===== src/adc_ctl_map.svh =====
/*
  constant map of the converter control block: codes, counts and reset values.
  assumes inclusion by bare name from any file that needs the figures.
*/
`ifndef ADC_CTL_MAP_SVH
`define ADC_CTL_MAP_SVH

// result geometry
`define ADC_RES_BITS      10
`define ADC_RES_MSB       4'd9
// half conversion-clock periods: 11.5 periods = 23 halves
`define ADC_HALF_TOTAL    5'd23
`define ADC_HALF_FIRST    5'd3
`define ADC_HALF_LAST     5'd21
// channel select codes
`define ADC_CH_PIN_LAST   5'h0b
`define ADC_CH_TEMP       5'h1d
`define ADC_CH_DAC        5'h1e
`define ADC_CH_FIXREF     5'h1f
`define ADC_CH_IDX_TEMP   12
`define ADC_CH_IDX_DAC    13
`define ADC_CH_IDX_FIXREF 14
`define ADC_CH_COUNT      15
// positive reference codes
`define ADC_PREF_PIN      2'h0
`define ADC_PREF_SUPPLY   2'h1
`define ADC_PREF_FIX2V    2'h2
`define ADC_PREF_FIX4V    2'h3
// conversion clock select: low two bits 11 mean internal rc oscillator
`define ADC_CLK_RC        2'h3
// reset values
`define ADC_RESULT_RST    8'h00
`define ADC_CODE_RST      10'h000
`define ADC_HALF_RST      5'h00

`endif


===== src/adc_ctl_pkg.sv =====
/*
  types shared by the converter control block and its two helpers.
  assumes adc_ctl_map.svh holds every numeric figure.
*/
package adc_ctl_pkg;

  // sequencer states
  typedef enum logic [1:0] {st_idle, st_wait_instr, st_convert} conv_state_t;

  // software configuration bits, sampled as one group
  typedef struct packed {
    logic [4:0] channel_select_field;
    logic [1:0] positive_reference_select;
    logic       negative_reference_select;
    logic [2:0] conversion_clock_select;
    logic       result_format_select;
  } conv_cfg_t;

  // the result register pair
  typedef struct packed {
    logic [7:0] result_high_reg;
    logic [7:0] result_low_reg;
  } result_pair_t;

endpackage : adc_ctl_pkg


===== src/conv_clock_gen.sv =====
/*
  conversion clock generator: one pulse per half conversion-clock period,
  from the system clock divided by 2..64 or from both edges of the rc oscillator.
  assumes i_rc_level is already synchronised to i_mclk.
*/
`timescale 1ns/1ns
`default_nettype none
`include "adc_ctl_map.svh"

module conv_clock_gen
  import adc_ctl_pkg::*;
(
  input  wire logic       i_mclk,
  input  wire logic       i_rst_n,
  input  wire logic       i_run,
  input  wire logic [2:0] i_sel,
  input  wire logic       i_rc_level,
  output var  logic       o_half_tick
);

  logic [5:0] div_cnt;
  logic       rc_prev;
  logic [5:0] half_len;
  logic       use_rc;
  logic       div_hit;

  // code order is not monotonic: rotating the bits gives the half-period exponent
  assign use_rc   = (i_sel[1:0] == `ADC_CLK_RC);
  assign half_len = 6'(6'h01 << {i_sel[1:0], i_sel[2]});
  assign div_hit  = (div_cnt == 6'(half_len - 6'h01));

  // divider restarts with each conversion so the first half period is whole
  always_ff @(posedge i_mclk)
  begin
    if (!i_rst_n || !i_run)
    begin
      div_cnt     <= 6'h00;
      o_half_tick <= 1'b0;
    end
    else if (use_rc)
    begin
      div_cnt     <= 6'h00;
      o_half_tick <= (i_rc_level != rc_prev);
    end
    else
    begin
      div_cnt     <= div_hit ? 6'h00 : 6'(div_cnt + 6'h01);
      o_half_tick <= div_hit;
    end
  end

  // previous rc level for edge detection; reads the second sync stage only
  always_ff @(posedge i_mclk)
  begin
    if (!i_rst_n)
      rc_prev <= 1'b0;
    else
      rc_prev <= i_rc_level;
  end

endmodule : conv_clock_gen

`default_nettype wire


===== src/result_store.sv =====
/*
  result register pair: fills unresolved bits from the last resolved bit,
  then justifies left or right.
  assumes i_load is a one-cycle pulse from the sequencer.
*/
`timescale 1ns/1ns
`default_nettype none
`include "adc_ctl_map.svh"

module result_store
  import adc_ctl_pkg::*;
(
  input  wire logic       i_mclk,
  input  wire logic       i_rst_n,
  input  wire logic       i_load,
  input  wire logic [9:0] i_code,
  input  wire logic [3:0] i_resolved,
  input  wire logic       i_left,
  output var  result_pair_t o_pair
);

  logic [9:0] filled;

  // bits below the last resolved one copy it; nothing resolved leaves the code
  function automatic logic [9:0] fill_partial(input logic [9:0] code, input logic [3:0] n);
    logic [9:0] r;
    logic [3:0] last;
    r    = code;
    last = 4'(4'd10 - n);
    for (int i = 0; i < `ADC_RES_BITS; i++)
      if (n != 4'd0 && 4'(i) < last)
        r[i] = code[last];
    return r;
  endfunction : fill_partial

  assign filled = fill_partial(i_code, i_resolved);

  // contents change only on a load pulse, so they hold through a conversion
  always_ff @(posedge i_mclk)
  begin
    if (!i_rst_n)
      o_pair <= {`ADC_RESULT_RST, `ADC_RESULT_RST};
    else if (i_load)
      o_pair <= i_left ? {filled, 6'h00} : {6'h00, filled};
  end

endmodule : result_store

`default_nettype wire


===== src/adc_conversion_control.sv =====
/*
  control logic of a 10-bit successive-approximation converter: input and
  reference selection, conversion clock, start, completion, abort, result
  justification, completion flag and sleep behaviour.
  assumes software bits and i_instr_tick, i_sleep come from the core on i_mclk;
  i_rc_osc and i_compare arrive from outside the clock domain.

  // Notes on behaviour
  // - channel field joins one of fifteen sources
  // - positive reference: pin, supply, 2V048, 4V096
  // - negative reference: pin or ground
  // - clock field picks divide 2..64 or rc
  // - one bit per period, 11.5 periods total
  // - done flag set on every completion
  // - enabled completion requests interrupt, wakes sleep
  // - format bit justifies result left or right
  // - enabled converter starts on go write one
  // - completion clears go, sets flag, loads result
  // - software abort loads partial, filled result
  // - reset clears controls, aborts any conversion
  // - rc clock delays start one instruction cycle
  // - rc sleep finish without interrupt powers down
  // - sleep aborts non-rc conversion, powers down
  // - channel codes map pins, temp, dac, reference
  // - enable low means off, no current
*/
`timescale 1ns/1ns
`default_nettype none
`include "adc_ctl_map.svh"

module adc_conversion_control
  import adc_ctl_pkg::*;
#(
  parameter bit LOW_VOLTAGE = 1'b0
)
(
  input  wire logic         i_mclk,
  input  wire logic         i_rst_n,
  input  wire logic         i_converter_enable_bit,
  input  wire conv_cfg_t    i_cfg,
  input  wire logic         i_go_write_one,
  input  wire logic         i_go_write_zero,
  input  wire logic         i_flag_clear,
  input  wire logic         i_conversion_irq_enable,
  input  wire logic         i_sleep,
  input  wire logic         i_instr_tick,
  input  wire logic         i_rc_osc,
  input  wire logic         i_compare,
  output var  logic         o_go_done,
  output var  logic         o_conversion_done_flag,
  output var  logic         o_irq_request,
  output var  logic         o_wake,
  output var  logic         o_converter_powered,
  output var  logic         o_sample_hold,
  output var  logic [9:0]   o_trial_code,
  output var  logic [14:0]  o_channel_connect,
  output var  logic [3:0]   o_pref_connect,
  output var  logic         o_nref_pin,
  output var  result_pair_t o_result
);

  conv_state_t state;
  conv_state_t next_state;
  logic        rc_meta;
  logic        rc_sync;
  logic        cmp_meta;
  logic        cmp_sync;
  logic        half_tick;
  logic [4:0]  half_cnt;
  logic [4:0]  half_next;
  logic [9:0]  sar;
  logic [3:0]  resolved;
  logic [3:0]  bit_pos;
  logic        rc_mode;
  logic        resolve_now;
  logic        finish_now;
  logic        sw_abort;
  logic        sleep_abort;
  logic        load_result;
  logic        sleep_down;
  logic        converting;
  logic [14:0] next_channel;
  logic [3:0]  next_pref;

  // channel code to one-hot connection; unlisted codes connect nothing
  function automatic logic [14:0] channel_decode(input logic [4:0] code);
    logic [14:0] r;
    r = 15'h0000;
    for (int i = 0; i <= `ADC_CH_PIN_LAST; i++)
      if (code == 5'(i))
        r[i] = 1'b1;
    r[`ADC_CH_IDX_TEMP]   = (code == `ADC_CH_TEMP);
    r[`ADC_CH_IDX_DAC]    = (code == `ADC_CH_DAC);
    r[`ADC_CH_IDX_FIXREF] = (code == `ADC_CH_FIXREF);
    return r;
  endfunction : channel_decode

  // two-stage synchronisers for the rc oscillator and comparator pins
  always_ff @(posedge i_mclk)
  begin
    if (!i_rst_n)
    begin
      rc_meta  <= 1'b0;
      rc_sync  <= 1'b0;
      cmp_meta <= 1'b0;
      cmp_sync <= 1'b0;
    end
    else
    begin
      rc_meta  <= i_rc_osc;
      rc_sync  <= rc_meta;
      cmp_meta <= i_compare;
      cmp_sync <= cmp_meta;
    end
  end

  conv_clock_gen u_clock
  (
    .i_mclk      (i_mclk),
    .i_rst_n     (i_rst_n),
    .i_run       (converting),
    .i_sel       (i_cfg.conversion_clock_select),
    .i_rc_level  (rc_sync),
    .o_half_tick (half_tick)
  );

  // sequencing terms
  assign converting  = (state == st_convert);
  assign rc_mode     = (i_cfg.conversion_clock_select[1:0] == `ADC_CLK_RC);
  assign half_next   = 5'(half_cnt + 5'h01);
  // bits resolve at the end of each whole period after the first half period
  assign resolve_now = converting && half_tick && half_next[0]
                       && half_next >= `ADC_HALF_FIRST && half_next <= `ADC_HALF_LAST;
  assign finish_now  = converting && half_tick && half_next == `ADC_HALF_TOTAL;
  assign bit_pos     = 4'(`ADC_RES_MSB - resolved);
  // the sleep abort takes no result: nothing said it should, and it costs nothing
  assign sw_abort    = converting && i_go_write_zero && !finish_now;
  assign sleep_abort = (state != st_idle) && i_sleep && !rc_mode;
  assign load_result = finish_now || sw_abort;

  // next state
  always_comb
  begin
    next_state = state;
    case (state)
      st_idle:
        if (i_converter_enable_bit && i_go_write_one && !sleep_down)
          next_state = rc_mode ? st_wait_instr : st_convert;
      st_wait_instr:
        if (i_instr_tick)
          next_state = st_convert;
      st_convert:
        if (finish_now)
          next_state = st_idle;
      default:
        next_state = st_idle;
    endcase
    if (!i_converter_enable_bit || i_go_write_zero || sleep_abort)
      next_state = st_idle;
  end

  // state, go bit and successive approximation register
  always_ff @(posedge i_mclk)
  begin
    if (!i_rst_n)
    begin
      state     <= st_idle;
      o_go_done <= 1'b0;
      half_cnt  <= `ADC_HALF_RST;
      sar       <= `ADC_CODE_RST;
      resolved  <= 4'h0;
    end
    else
    begin
      state     <= next_state;
      o_go_done <= (next_state != st_idle);
      if (!converting)
      begin
        half_cnt <= `ADC_HALF_RST;
        sar      <= `ADC_CODE_RST;
        resolved <= 4'h0;
      end
      else
      begin
        if (half_tick)
          half_cnt <= half_next;
        if (resolve_now)
        begin
          sar[bit_pos] <= cmp_sync;
          resolved     <= 4'(resolved + 4'h1);
        end
      end
    end
  end

  // trial code offered to the comparator dac: decided bits plus the bit on test
  always_ff @(posedge i_mclk)
  begin
    if (!i_rst_n)
      o_trial_code <= `ADC_CODE_RST;
    else if (converting && resolved < 4'd10)
      o_trial_code <= sar | 10'(10'h001 << bit_pos);
    else
      o_trial_code <= sar;
  end

  result_store u_result
  (
    .i_mclk     (i_mclk),
    .i_rst_n    (i_rst_n),
    .i_load     (load_result),
    .i_code     (sar),
    .i_resolved (resolved),
    .i_left     (i_cfg.result_format_select),
    .o_pair     (o_result)
  );

  // done flag: completion sets, software clears, a set in the clear cycle wins
  always_ff @(posedge i_mclk)
  begin
    if (!i_rst_n)
      o_conversion_done_flag <= 1'b0;
    else if (finish_now)
      o_conversion_done_flag <= 1'b1;
    else if (i_flag_clear)
      o_conversion_done_flag <= 1'b0;
  end

  // interrupt request follows the flag one cycle late; wake only while asleep
  always_ff @(posedge i_mclk)
  begin
    if (!i_rst_n)
    begin
      o_irq_request <= 1'b0;
      o_wake        <= 1'b0;
    end
    else
    begin
      o_irq_request <= o_conversion_done_flag && i_conversion_irq_enable;
      o_wake        <= o_conversion_done_flag && i_conversion_irq_enable && i_sleep;
    end
  end

  // sleep power-down latch: enable bit is left alone, released on leaving sleep
  always_ff @(posedge i_mclk)
  begin
    if (!i_rst_n)
      sleep_down <= 1'b0;
    else if (!i_sleep)
      sleep_down <= 1'b0;
    else if (finish_now && !i_conversion_irq_enable)
      sleep_down <= 1'b1;
    else if (sleep_abort || (i_sleep && !rc_mode && state == st_idle))
      sleep_down <= 1'b1;
  end

  // analog selections, registered so the mux control never glitches
  assign next_channel = channel_decode(i_cfg.channel_select_field);
  always_comb
  begin
    next_pref = 4'h0;
    case (i_cfg.positive_reference_select)
      `ADC_PREF_PIN:    next_pref[0] = 1'b1;
      `ADC_PREF_SUPPLY: next_pref[1] = 1'b1;
      `ADC_PREF_FIX2V:  next_pref[2] = 1'b1;
      `ADC_PREF_FIX4V:  next_pref[3] = !LOW_VOLTAGE;
      default:          next_pref    = 4'h0;
    endcase
  end

  // power and connections; the sample switch tracks except during a conversion
  always_ff @(posedge i_mclk)
  begin
    if (!i_rst_n)
    begin
      o_converter_powered <= 1'b0;
      o_sample_hold       <= 1'b0;
      o_channel_connect   <= 15'h0000;
      o_pref_connect      <= 4'h0;
      o_nref_pin          <= 1'b0;
    end
    else
    begin
      o_converter_powered <= i_converter_enable_bit && !sleep_down && !sleep_abort;
      o_sample_hold       <= (next_state == st_convert);
      o_channel_connect   <= i_converter_enable_bit ? next_channel : 15'h0000;
      o_pref_connect      <= next_pref;
      o_nref_pin          <= !i_cfg.negative_reference_select;
    end
  end

endmodule : adc_conversion_control

`default_nettype wire


===== config.mk =====
export PLATFORM = sky130hd
export DESIGN_NAME = adc_conversion_control
export DESIGN_NICKNAME = d
export VERILOG_FILES = /design/src/adc_ctl_pkg.sv /design/src/conv_clock_gen.sv /design/src/result_store.sv /design/src/adc_conversion_control.sv
export VERILOG_INCLUDE_DIRS = /design/src
export SDC_FILE = /design/constraint.sdc
export NUM_CORES = 1
export LEC_CHECK = 0
export BUFFER_PORTS_ARGS = -buffer_cell sky130_fd_sc_hd__buf_2
export CORE_MARGIN = 2
export CORE_UTILIZATION = 55
export CTS_CLUSTER_SIZE = 28
export DETAILED_ROUTE_END_ITERATION = 10
export HOLD_SLACK_MARGIN = 0.02
export PLACE_DENSITY = 0.81
export SKIP_LAST_GASP = 1
export SYNTH_ARGS = -nofsm -noshare
export SYNTH_HDL_FRONTEND = slang
export SYNTH_HIERARCHICAL = 1
export SYNTH_SLANG_ARGS = --single-unit

===== constraint.sdc =====
create_clock -name i_mclk -period 5.61 [get_ports i_mclk]
set_input_delay 0.8415 -clock i_mclk [delete_from_list [all_inputs] [get_ports i_mclk]]
set_output_delay 0.8415 -clock i_mclk [all_outputs]
set_load 0.005 [all_outputs]

Word level (Yosys, flattened, before mapping)
Cells that the tools add are included.
- bits in registers: 86
- output and inout bits: 52
- logic and storage cells: 173
- eq/ne operators: 24
- magnitude comparators: 16
- bitwise gates (word level): 1
- shift-type cells: 2
- add/sub/neg operators: 6
- multiplexer cells: 44
- reduce and logical (&&, ||, !) cells: 56
- operator list (kind ; count):
    2-to-1 mux 1 bit ; 33
    logical AND 1 bit ; 30
    equality test 5 x 3 -> 1 bit, second input constant ; 4
    equality test 5 x 4 -> 1 bit, second input constant ; 4
    equality test 5 bit, second input constant ; 4
    < comparator 3 x 4 -> 1 bit, first input constant ; 4
    2-to-1 mux 16 bit ; 1
    bitwise mux 10 bit ; 1
    equality test 2 bit, second input constant ; 5
    equality test 5 x 2 -> 1 bit, second input constant ; 2
    < comparator 4 x 5 -> 1 bit, second input constant ; 2
    2-to-1 mux 10 bit ; 1
    2-to-1 mux 2 bit ; 5
    OR 10 bit ; 1
    left shift 1 x 4 -> 10 bit, first input constant ; 1
    logical NOT 1 bit ; 9
    < comparator 1 x 4 -> 1 bit, first input constant ; 2
    < comparator 2 x 4 -> 1 bit, first input constant ; 2
    < comparator 4 bit, first input constant ; 2
    nonzero test 2 bit ; 4
    subtractor 4 bit, first input constant ; 2
    adder 6 x 1 -> 6 bit, second input constant ; 1
    equality test 6 bit ; 1
    one-hot mux 2 bit (3 select lines) ; 1
    19 further kinds ; 27

Depth between registers and ports, before layout
Gate-level depths: netlist of run 1.
- depth after elaboration: 7
- mapped depth: 10
- gate-level depth less buffers: 9

Cells and area by module
Netlist of run 1, hierarchy kept.
- modules (own cells, without submodules) (module ; seq. area each (um2) ; area an instance (um2) ; cells an instance ; times used):
    adc_conversion_control ; 1241.2 ; 2512.4 ; 267 ; 1
    result_store ; 320.3 ; 1306.3 ; 164 ; 1
    conv_clock_gen ; 160.2 ; 442.9 ; 53 ; 1

Worst setup path before layout of run 1
OpenSTA, ideal clock, no wires.
- path kind: register -> register
- start: register resolved[0]
- end: register u_result/o_pair[10] (netlist name)
- required time: 5.493 ns
- slack: 3.010 ns
- arrival: 2.482 ns
- cell stages (with the launch flop): 11
- path through: dfxtp_1 -> buf_6 -> inv_2 -> ha_1 -> buf_2 -> mux2_2 -> a221oi_2 -> a311oi_2 -> nor3_2 -> nand2_1 -> a32o_1
- longest elaborated chain between the ends: 5
- elaborated cells on any way between the ends: 8
- those cells by class: 1 x add/sub; 1 x order compare; 4 x mux; 2 x reduce/logical
- RTL lines (item ; RTL line ; RTL):
    start, declared ; adc_conversion_control.sv:72 ; logic [3:0] resolved;
    start signal, assigned ; adc_conversion_control.sv:190 ; resolved <= 4'(resolved + 4'h1);
    subtractor 4 bit ; result_store.sv:29 ; last = 4'(4'd10 - n);
    binary-select mux 1 bit (select 4 bit) or < comparator 3 x 4 -> 1 bit (tied branches) ; result_store.sv:32, result_store.sv:31 ;
    2-to-1 mux 1 bit (implied by the code) or logical AND 1 bit (tied branches) ; result_store.sv:32, result_store.sv:31 ;
    2-to-1 mux 1 bit * ; result_store.sv:31 ; if (n != 4'd0 && 4'(i) < last)
    2-to-1 mux 16 bit * ; result_store.sv:44 ; o_pair <= i_left ? {filled, 6'h00} : {6'h00, filled};
    end signal, assigned ; result_store.sv:42 ; o_pair <= {`ADC_RESULT_RST, `ADC_RESULT_RST};
    end signal, assigned ; result_store.sv:44 ;
    end, declared ; result_store.sv:19 ; output var result_pair_t o_pair
Every way passes the cells marked *; elsewhere a longest branch is shown, timed or not. The select of a mux whose other input is x is not followed.
A chain may end at the register's enable or synchronous reset.

Worst setup path after layout of run 1
- start: register half_cnt[1]
- end: register u_result/o_pair[1] (netlist name)
- longest elaborated chain between the ends: 6
- RTL lines (item ; RTL line ; RTL):
    start, declared ; adc_conversion_control.sv:69 ; logic [4:0] half_cnt;
    start signal, assigned ; adc_conversion_control.sv:169 ; half_cnt <= `ADC_HALF_RST;
    start signal, assigned ; adc_conversion_control.sv:179 ; half_cnt <= `ADC_HALF_RST;
    start signal, assigned ; adc_conversion_control.sv:186 ; half_cnt <= half_next;
    adder 5 x 1 -> 5 bit * ; adc_conversion_control.sv:130 ; assign half_next = 5'(half_cnt + 5'h01);
    equality test 5 bit (no source line) * ; n/a ;
    logical AND 1 bit (no source line) * ; n/a ;
    logical NOT 1 bit ; adc_conversion_control.sv:137 ; assign sw_abort = converting && i_go_write_zero && !finish_now;
    logical AND 1 bit ; adc_conversion_control.sv:137 ;
    logical OR 1 bit * ; adc_conversion_control.sv:139 ; assign load_result = finish_now || sw_abort;
    via load_result ; adc_conversion_control.sv:79 ; logic load_result;
Mark *: on every way through the listed nets, which the timed path passes. The rest lies on a longest branch.

==> metrics.md, run 1 <==
| Metric | Value |
|---|---|
| Outcome | finished, final reports clean |
| DR WL/cell | 14.2 microns |
| GP Congestion | 0.891 |
| Max Fclk | 302 MHz |
| Total GRT Usage | 0.224 |
| Hold Vio Cnt, Final | 0 |
| Total negative slack | 0 ps |
| Main synth FF type | dfxtp_1 |
| Top cell type by total area after synthesis | dfxtp_1 |
| Worst Hold Class | flop to flop |
| Vias in the first global route | 3329 |
| Post_cts resized | 0 |
| Top Usage Layer GRT | met2 |
| Compound-Gate Fraction of Synth Area | 0.152 |
| Placed Area | 4630 sq um |
| Grt met3 use | 0.0493 |
| Main combinational cell family by area after synthesis | simple AND/OR/NAND/NOR gates |
| CP Class | flop to flop |
| Crit path launch type | flop |
| First-pass GRT wire length | 15300 microns |
| Final period util | 0.591 |
| Starting Density | 0.560 |
| Gr ovfl total | 0 |
| Post-synth ARST share | 0 |
| Root buffer selected by CTS | clkbuf_8 |
| DR DRC count | 0 |
| Num ports | 75 |
| Clk_lat worst skew | 360 ps |
| Crit path time final | 3310 ps |
| Most used cell, CP | o21ai_0 |
| Met1 usage in global routing | 0.281 |
| Nets | 582 |
| CTS clk-pin slew, worst paths | 80 ps |
| # clock sinks | 86 |
| Area Overhead vs Synth | 13.5% |
| Simple-Gate Fraction of Synth Area | 0.265 |
| Core Area | 7610 sq um |
| PortBufs | 74 |
| Slowest stage cell, crit path | a21oi_1 |
| Number of synthesized flops with an enable pin | 0 |
| DR iter-0 viols | 184 |
| Share of cells above drive strength 1 | 0.198 |
| Flop2flop setup slack | 2300 ps |
| CP arrival | 3600 ps |
| # setup viols final | 0 |
| Worst Clk Skew | 8.64 ps |
| CP Capture Type | flop |
| Buffer count from post-CTS setup fixing | 0 |
| Hold path start | rc_meta$_SDFF_PN0_ |
| Hold path cells | 1 |
| Post-synthesis mux area share | 0.0617 |
| Max stage delay on crit path | 740 ps |
| Post-Syn Area | 4260 sq um |
| Finished Cell Area | 4840 sq um |
| Capture point of the worst reg-to-reg path | u_result/o_pair[1]$_SDFFE_PN0P_ |
| CP top delay family | simple AND/OR/NAND/NOR gates |
| Post-Synth XOR/XNOR Area | 0.0267 |
| Worst path required time | 5890 ps |
| Synth cell types | 70 |
| FP Rows | 32 |
| FF-to-FF Start | half_cnt[1]$_SDFFE_PN0P_ |
| Met2 track demand over resource | 0.375 |
| Die X | 92.0 microns |
| Synthesized instance count | 484 |
| # fillers | 691 |
| Maximum clock path buffer count | 2 |
| Worst Hold Path EP | rc_sync$_SDFF_PN0_ |
| Final ANT Viol Nets | 0 |
| R2R depth | 9 |
| Post-synth top cells | dfxtp_1, nand2_1, nor2_1, nor2b_1 |
| Syn Area/Cell | 8.80 sq um |
| Max_cap viols | 0 |
| H-tree Lvls | 3 |
| CTS tree | built |
| Via density | 5.67 |
| Maximum VDD drop | 0.000220 V |
| Synth Area in Adders | 0.0411 |
| Critical Path, Cell by Cell | ha_1, or3b_1, o41ai_2, nand4_1, a21oi_1, nor2b_1, and2_1, o21ai_0, o21ai_0 |
| Area fraction of the dominant cell type after synthesis | 0.404 |
| RSZ-0062 raised after global routing | no |
| Synth top area cells | dfxtp_1, nand2_1, ha_1, mux2i_1, nor2_1 |
| DR pass1 iterations | 5 |
| Slew Limit Fails | 0 |
| Most common cell in the synthesized netlist | dfxtp_1 |
| Buf/Inv on CP | 0 |
| Die Footprint | 8470 sq um |
| Power Dens Cells | 226 nW/um^2 |
| Syn_nets | 521 |
| DIE HEIGHT | 92.0 microns |
| Largest net degree at the start of global routing | 40 |
| Max_slew headroom | 0.455 |
| Total CTS buffers | 9 |
| Post-DP HPWL | 6660 microns |
| Vias post-DR | 3700 |
| Sequential cell area fraction in the yosys report | 0.404 |
| Tightest Pin Transition | 817 ps |
| Initial antenna violation count | 0 |
| #FFs+latches synth | 86 |
| Routed wire length | 9280 microns |
| Cts hold-fix bufs | 0 |
| Crit path max fanout | 11 |
| Diode count | 0 |
| Leak | 2.13 nW |
| Synth warn | 6 |
## through the flow
step           setup slack, ps  cells  power [mW]  hold WS [ps]   util
3_5_place_dp              2350    636       0.670           422  0.609
2_1_floorplan             3010    484       0.651           412      -
6_report                  2300    652        1.09           452  0.636
4_1_cts                   2280    652        1.11           443  0.636
3_3_place_gp              2490    636       0.669           415  0.609
5_1_grt                   1950    652        1.14           478  0.636
## power by group
group          leakage (nW)  total, mW  switching [mW]  internal, mW
clock                 0.103      0.439           0.219         0.220
combinational          1.33     0.0385          0.0222        0.0163
sequential            0.695      0.617         0.00183         0.615
total                  2.13       1.09           0.243         0.851
## per-layer routing
metal,share of wire,vias to the layer above
met1,0.45,1714
met5,0,-
li1,-,1828
met2,0.46,143
met4,0.015,0
met3,0.074,15
## area by class of cell
type	instances	area, sq um	area share
multi-input combinational	352	2330	0.482
sequential	86	1720	0.356
timing repair buffer	74	370	0.0765
clock buffer	10	138	0.0284
tap	102	128	0.0264
inverter	22	82.6	0.0171
clock inverter	6	68.8	0.0142
## worst max-delay path by stage
stage,cells past startpoint,start,endpoint
2_1_floorplan,10,resolved[0]$_SDFFE_PN0P_,u_result/o_pair[10]$_SDFFE_PN0P_
3_3_place_gp,9,half_cnt[0]$_SDFFE_PN0P_,u_result/o_pair[2]$_SDFFE_PN0P_
3_5_place_dp,9,half_cnt[0]$_SDFFE_PN0P_,u_result/o_pair[1]$_SDFFE_PN0P_
4_1_cts,9,half_cnt[0]$_SDFFE_PN0P_,u_result/o_pair[1]$_SDFFE_PN0P_
5_1_grt,9,half_cnt[0]$_SDFFE_PN0P_,u_result/o_pair[1]$_SDFFE_PN0P_
6_report,9,half_cnt[1]$_SDFFE_PN0P_,u_result/o_pair[1]$_SDFFE_PN0P_
## sequential cells by signal (all words and copies together), names as in the netlist, 2 cells and up
register	cells
state	2
o_trial_code	10
u_result/o_pair	16
o_channel_connect	15
half_cnt	5
o_pref_connect	4
resolved	4
u_clock/div_cnt	6
sar	10
## logic make-up (layout without fill, tap and decap cells)
kind of cell	count (synthesis)	in the layout
fa+ha+maj	14	14
compound gates	92	92
flops	86	86
mux	22	22
xor+xnor	13	13
simple gates	211	211
buf+inv	46	112
## worst reg2reg max path: stages (launching register included)
cell and delay [ps]:
dfxtp_1 500, ha_1 360, or3b_1 400, o41ai_2 70, nand4_1 270, a21oi_1 740, nor2b_1 380, and2_1 270
o21ai_0 100, o21ai_0 150
## cell usage in the layout, fill, tap and decap left out, types with 15 or more instances in the layout
| master | count |
|---|---|
| o21ai_0 | 20 |
| and2_1 | 19 |
| a21oi_1 | 21 |
| nand2_1 | 48 |
| buf_2 | 74 |
| inv_1 | 21 |
| dfxtp_1 | 86 |
| mux2i_1 | 15 |
| nor2_1 | 40 |
| nor2b_1 | 23 |
Power figures use the tool's default switching activity.
==> run 2, diff against run 1 <==
--- a/config.mk
+++ b/config.mk
@@ -6,6 +6,7 @@
 export SDC_FILE = /design/constraint.sdc
 export NUM_CORES = 1
 export LEC_CHECK = 0
+export ABC_AREA = 1
 export BUFFER_PORTS_ARGS = -buffer_cell sky130_fd_sc_hd__buf_2
 export CORE_MARGIN = 2
 export CORE_UTILIZATION = 55
==> constraint.sdc (replaced) <==
create_clock -name i_mclk -period 3.3 [get_ports i_mclk]
set_input_delay 0.495 -clock i_mclk [delete_from_list [all_inputs] [get_ports i_mclk]]
set_output_delay 0.495 -clock i_mclk [all_outputs]
set_load 0.005 [all_outputs]
==> run 2 against run 1 <==
Effect of this change: sequential power up 70%; first-iteration DRC count rose by 15%; global-route usage up 1.5 points; clock skew rose by 1.4 ps; critical path type unchanged; largest cell class unchanged.
==> metrics.md, run 2 <==
| Metric | Value |
|---|---|
| Outcome | finished, final reports clean |
| Worst Setup SP | half_cnt[1]$_SDFFE_PN0P_ |
| Total negative slack | 0 ps |
| #FFs+latches synth | 86 |
| Top cell type by total area after synthesis | dfxtp_1 |
| Most common cell after layout, fill and taps aside | nand2_1 |
| Max FFs per register | 16 |
| Final core occ | 0.639 |
| R2R depth | 16 |
| Post-synth ARST share | 0 |
| Maximum VDD drop | 0.000257 V |
| Final cell count without fillers | 777 |
| Gr ovfl total | 0 |
| Crit path time final | 2640 ps |
| FP Rows | 32 |
| Total CTS buffers | 9 |
| Max_slew headroom | 0.561 |
| Syn_nets | 630 |
| Placement Setup Slack | 723 ps |
| Core Area | 7610 sq um |
| Synth top area cells | dfxtp_1, nand2_1, inv_1, nand3_1, nor2_1 |
| Hold path start | i_cfg[4] |
| Max Fclk | 379 MHz |
| DIE HEIGHT | 91.9 microns |
| CP Class | flop to flop |
| Hold Vio Cnt, Final | 0 |
| PortBufs | 74 |
| Root buffer selected by CTS | clkbuf_8 |
| DR WL/cell | 12.4 microns |
| H-tree Lvls | 3 |
| Worst Hold Path EP | o_nref_pin$_SDFF_PN0_ |
| Post-Syn Area | 4250 sq um |
| Num ports | 75 |
| # fillers | 706 |
| RSZ-0062 raised after global routing | no |
| Worst Clk Skew | 10.0 ps |
| Starting Density | 0.558 |
| Cells after DPL | 762 |
| GP Congestion | 0.849 |
| Vias post-DR | 3992 |
| Largest regs | u_result/o_pair x16, o_channel_connect x15 |
| Total GRT Usage | 0.239 |
| DR DRC count | 0 |
| Synth warn | 6 |
| DR pass1 iterations | 5 |
| Vias in the first global route | 3842 |
| CTS clk-pin slew, worst paths | 90 ps |
| Die Footprint | 8440 sq um |
| Worst Hold Class | input port to flop |
| Number of synthesized flops with an enable pin | 0 |
| Main synth FF type | dfxtp_1 |
| Diode count | 0 |
| Post-synth top cells | nand2_1, inv_1, dfxtp_1, nor2_1, nand3_1 |
| First-pass GRT wire length | 16600 microns |
| Most common cell in the synthesized netlist | nand2_1 |
| Max_cap viols | 0 |
| Leak | 2.33 nW |
| Initial antenna violation count | 1 |
| Largest net degree at the start of global routing | 24 |
| Sequential cell area fraction in the yosys report | 0.406 |
| Share of cells above drive strength 1 | 0.199 |
| Top reg by flops | u_result/o_pair |
| Nets | 708 |
| Synthesized instance count | 593 |
| Buffer count from post-CTS setup fixing | 0 |
| Final ANT Viol Nets | 0 |
| CP Capture Type | flop |
| Crit path launch type | flop |
| Post-DP HPWL | 7360 microns |
| Routed wire length | 9670 microns |
| Hold path cells | 2 |
| Slack of the critical path | 663 ps |
| Multi-input logic area | 2050 sq um |
| Post_cts resized | 0 |
| Synth cell types | 35 |
| Slew Limit Fails | 0 |
| FF-to-FF Start | half_cnt[1]$_SDFFE_PN0P_ |
| Area fraction of the dominant cell type after synthesis | 0.406 |
| Syn Area/Cell | 7.16 sq um |
| Most frequent cells in the layout | nand2_1, inv_1, dfxtp_1, buf_2, nor2_1 |
| Crit path max fanout | 17 |
| Power Dens Cells | 368 nW/um^2 |
| Final period util | 0.799 |
| CTS tree | built |
| Capture point of the worst reg-to-reg path | u_result/o_pair[9]$_SDFFE_PN0P_ |
| Via density | 5.14 |
| Cts hold-fix bufs | 0 |
| Clk_lat worst skew | 360 ps |
| CP arrival | 2920 ps |
| Worst path required time | 3590 ps |
| Tightest Pin Transition | 657 ps |
| DR iter-0 viols | 211 |
| # clock sinks | 86 |
| Maximum clock path buffer count | 2 |
| # setup viols final | 0 |
| Die X | 91.9 microns |
| Area Overhead vs Synth | 14.5% |
| Flop2flop setup slack | 660 ps |
| Register area | 1720 sq um |
[run 2: cell count changes in the layout (fill, tap and decap cells not counted), sizes merged, moves of 11 or more]
cell   delta
a21oi    +15
nor2     +27
nand4    +12
inv      +81
nand3    +51
and3     -11
and2     -19
nor2b    -23
mux2i    -15
nand2   +104
[run 2: how the worst max path moves through the flow]
stage / cells after the start / to
after floorplan: 15 / u_result/o_pair[9]$_SDFFE_PN0P_
after global placement: 16 / u_result/o_pair[9]$_SDFFE_PN0P_
after detailed placement: 16 / u_result/o_pair[9]$_SDFFE_PN0P_
after CTS: 16 / u_result/o_pair[9]$_SDFFE_PN0P_
after global routing: 16 / u_result/o_pair[9]$_SDFFE_PN0P_
final: 16 / u_result/o_pair[9]$_SDFFE_PN0P_
[run 2: area by class of cell]
| type | count | area share |
|---|---|---|
| Clock inverter | 6 | 0.00927 |
| Sequential cell | 86 | 0.354 |
| Timing Repair Buffer | 77 | 0.0808 |
| Clock buffer | 9 | 0.0255 |
| Tap cell | 102 | 0.0263 |
| Inverter | 105 | 0.0816 |
| Multi-Input combinational cell | 392 | 0.422 |
[run 2: cells by family after synthesis]
logic type | Yosys count | synth area share
and+or+nand+nor | 313 | 0.352
buffers and inverters | 115 | 0.111
xor gates and xnor gates | 7 | 0.0144
adders and majority gates | 14 | 0.0413
AOI/OAI and AO/OA | 58 | 0.0757
DFF | 86 | 0.406
[run 2: metal layers]
metal | vias up | GRT usage | wire length (microns)
met5 | - | 0 | 0
met1 | 1833 | 0.266 | 3970
met3 | 25 | 0.0460 | 491
met4 | 0 | 0.0933 | 258
met2 | 111 | 0.445 | 4950
li1 | 2023 | - | -
[run 2: per-stage QoR]
stage	power, mW	area, sq um	hold slack [ps]
2_1_floorplan	1.11	4250	390
3_3_place_gp	1.14	4690	396
3_5_place_dp	1.14	4690	405
4_1_cts	1.80	4860	270
5_1_grt	1.85	4860	275
6_report	1.79	4860	283
[run 2: critical path, stage by stage, from the launching register on]
cell and delay [ps]:
dfxtp_1 430, ha_1 240, nand3_1 90, nand2_1 70, nand2_1 80, nor2_1 130
inv_1 60, nor3_1 210, nand2_1 110, o21ai_0 130, clkinv_1 100, buf_4 200
nor2_2 330, nand3_1 140, nand2_1 90, inv_1 40, a21oi_1 120
[run 2: power by group]
group          total [mW]  leakage (nW)  switching, mW  internal (mW)
registers            1.05         0.695        0.00289           1.05
clock network       0.671        0.0902          0.394          0.276
logic              0.0718          1.55         0.0465         0.0253
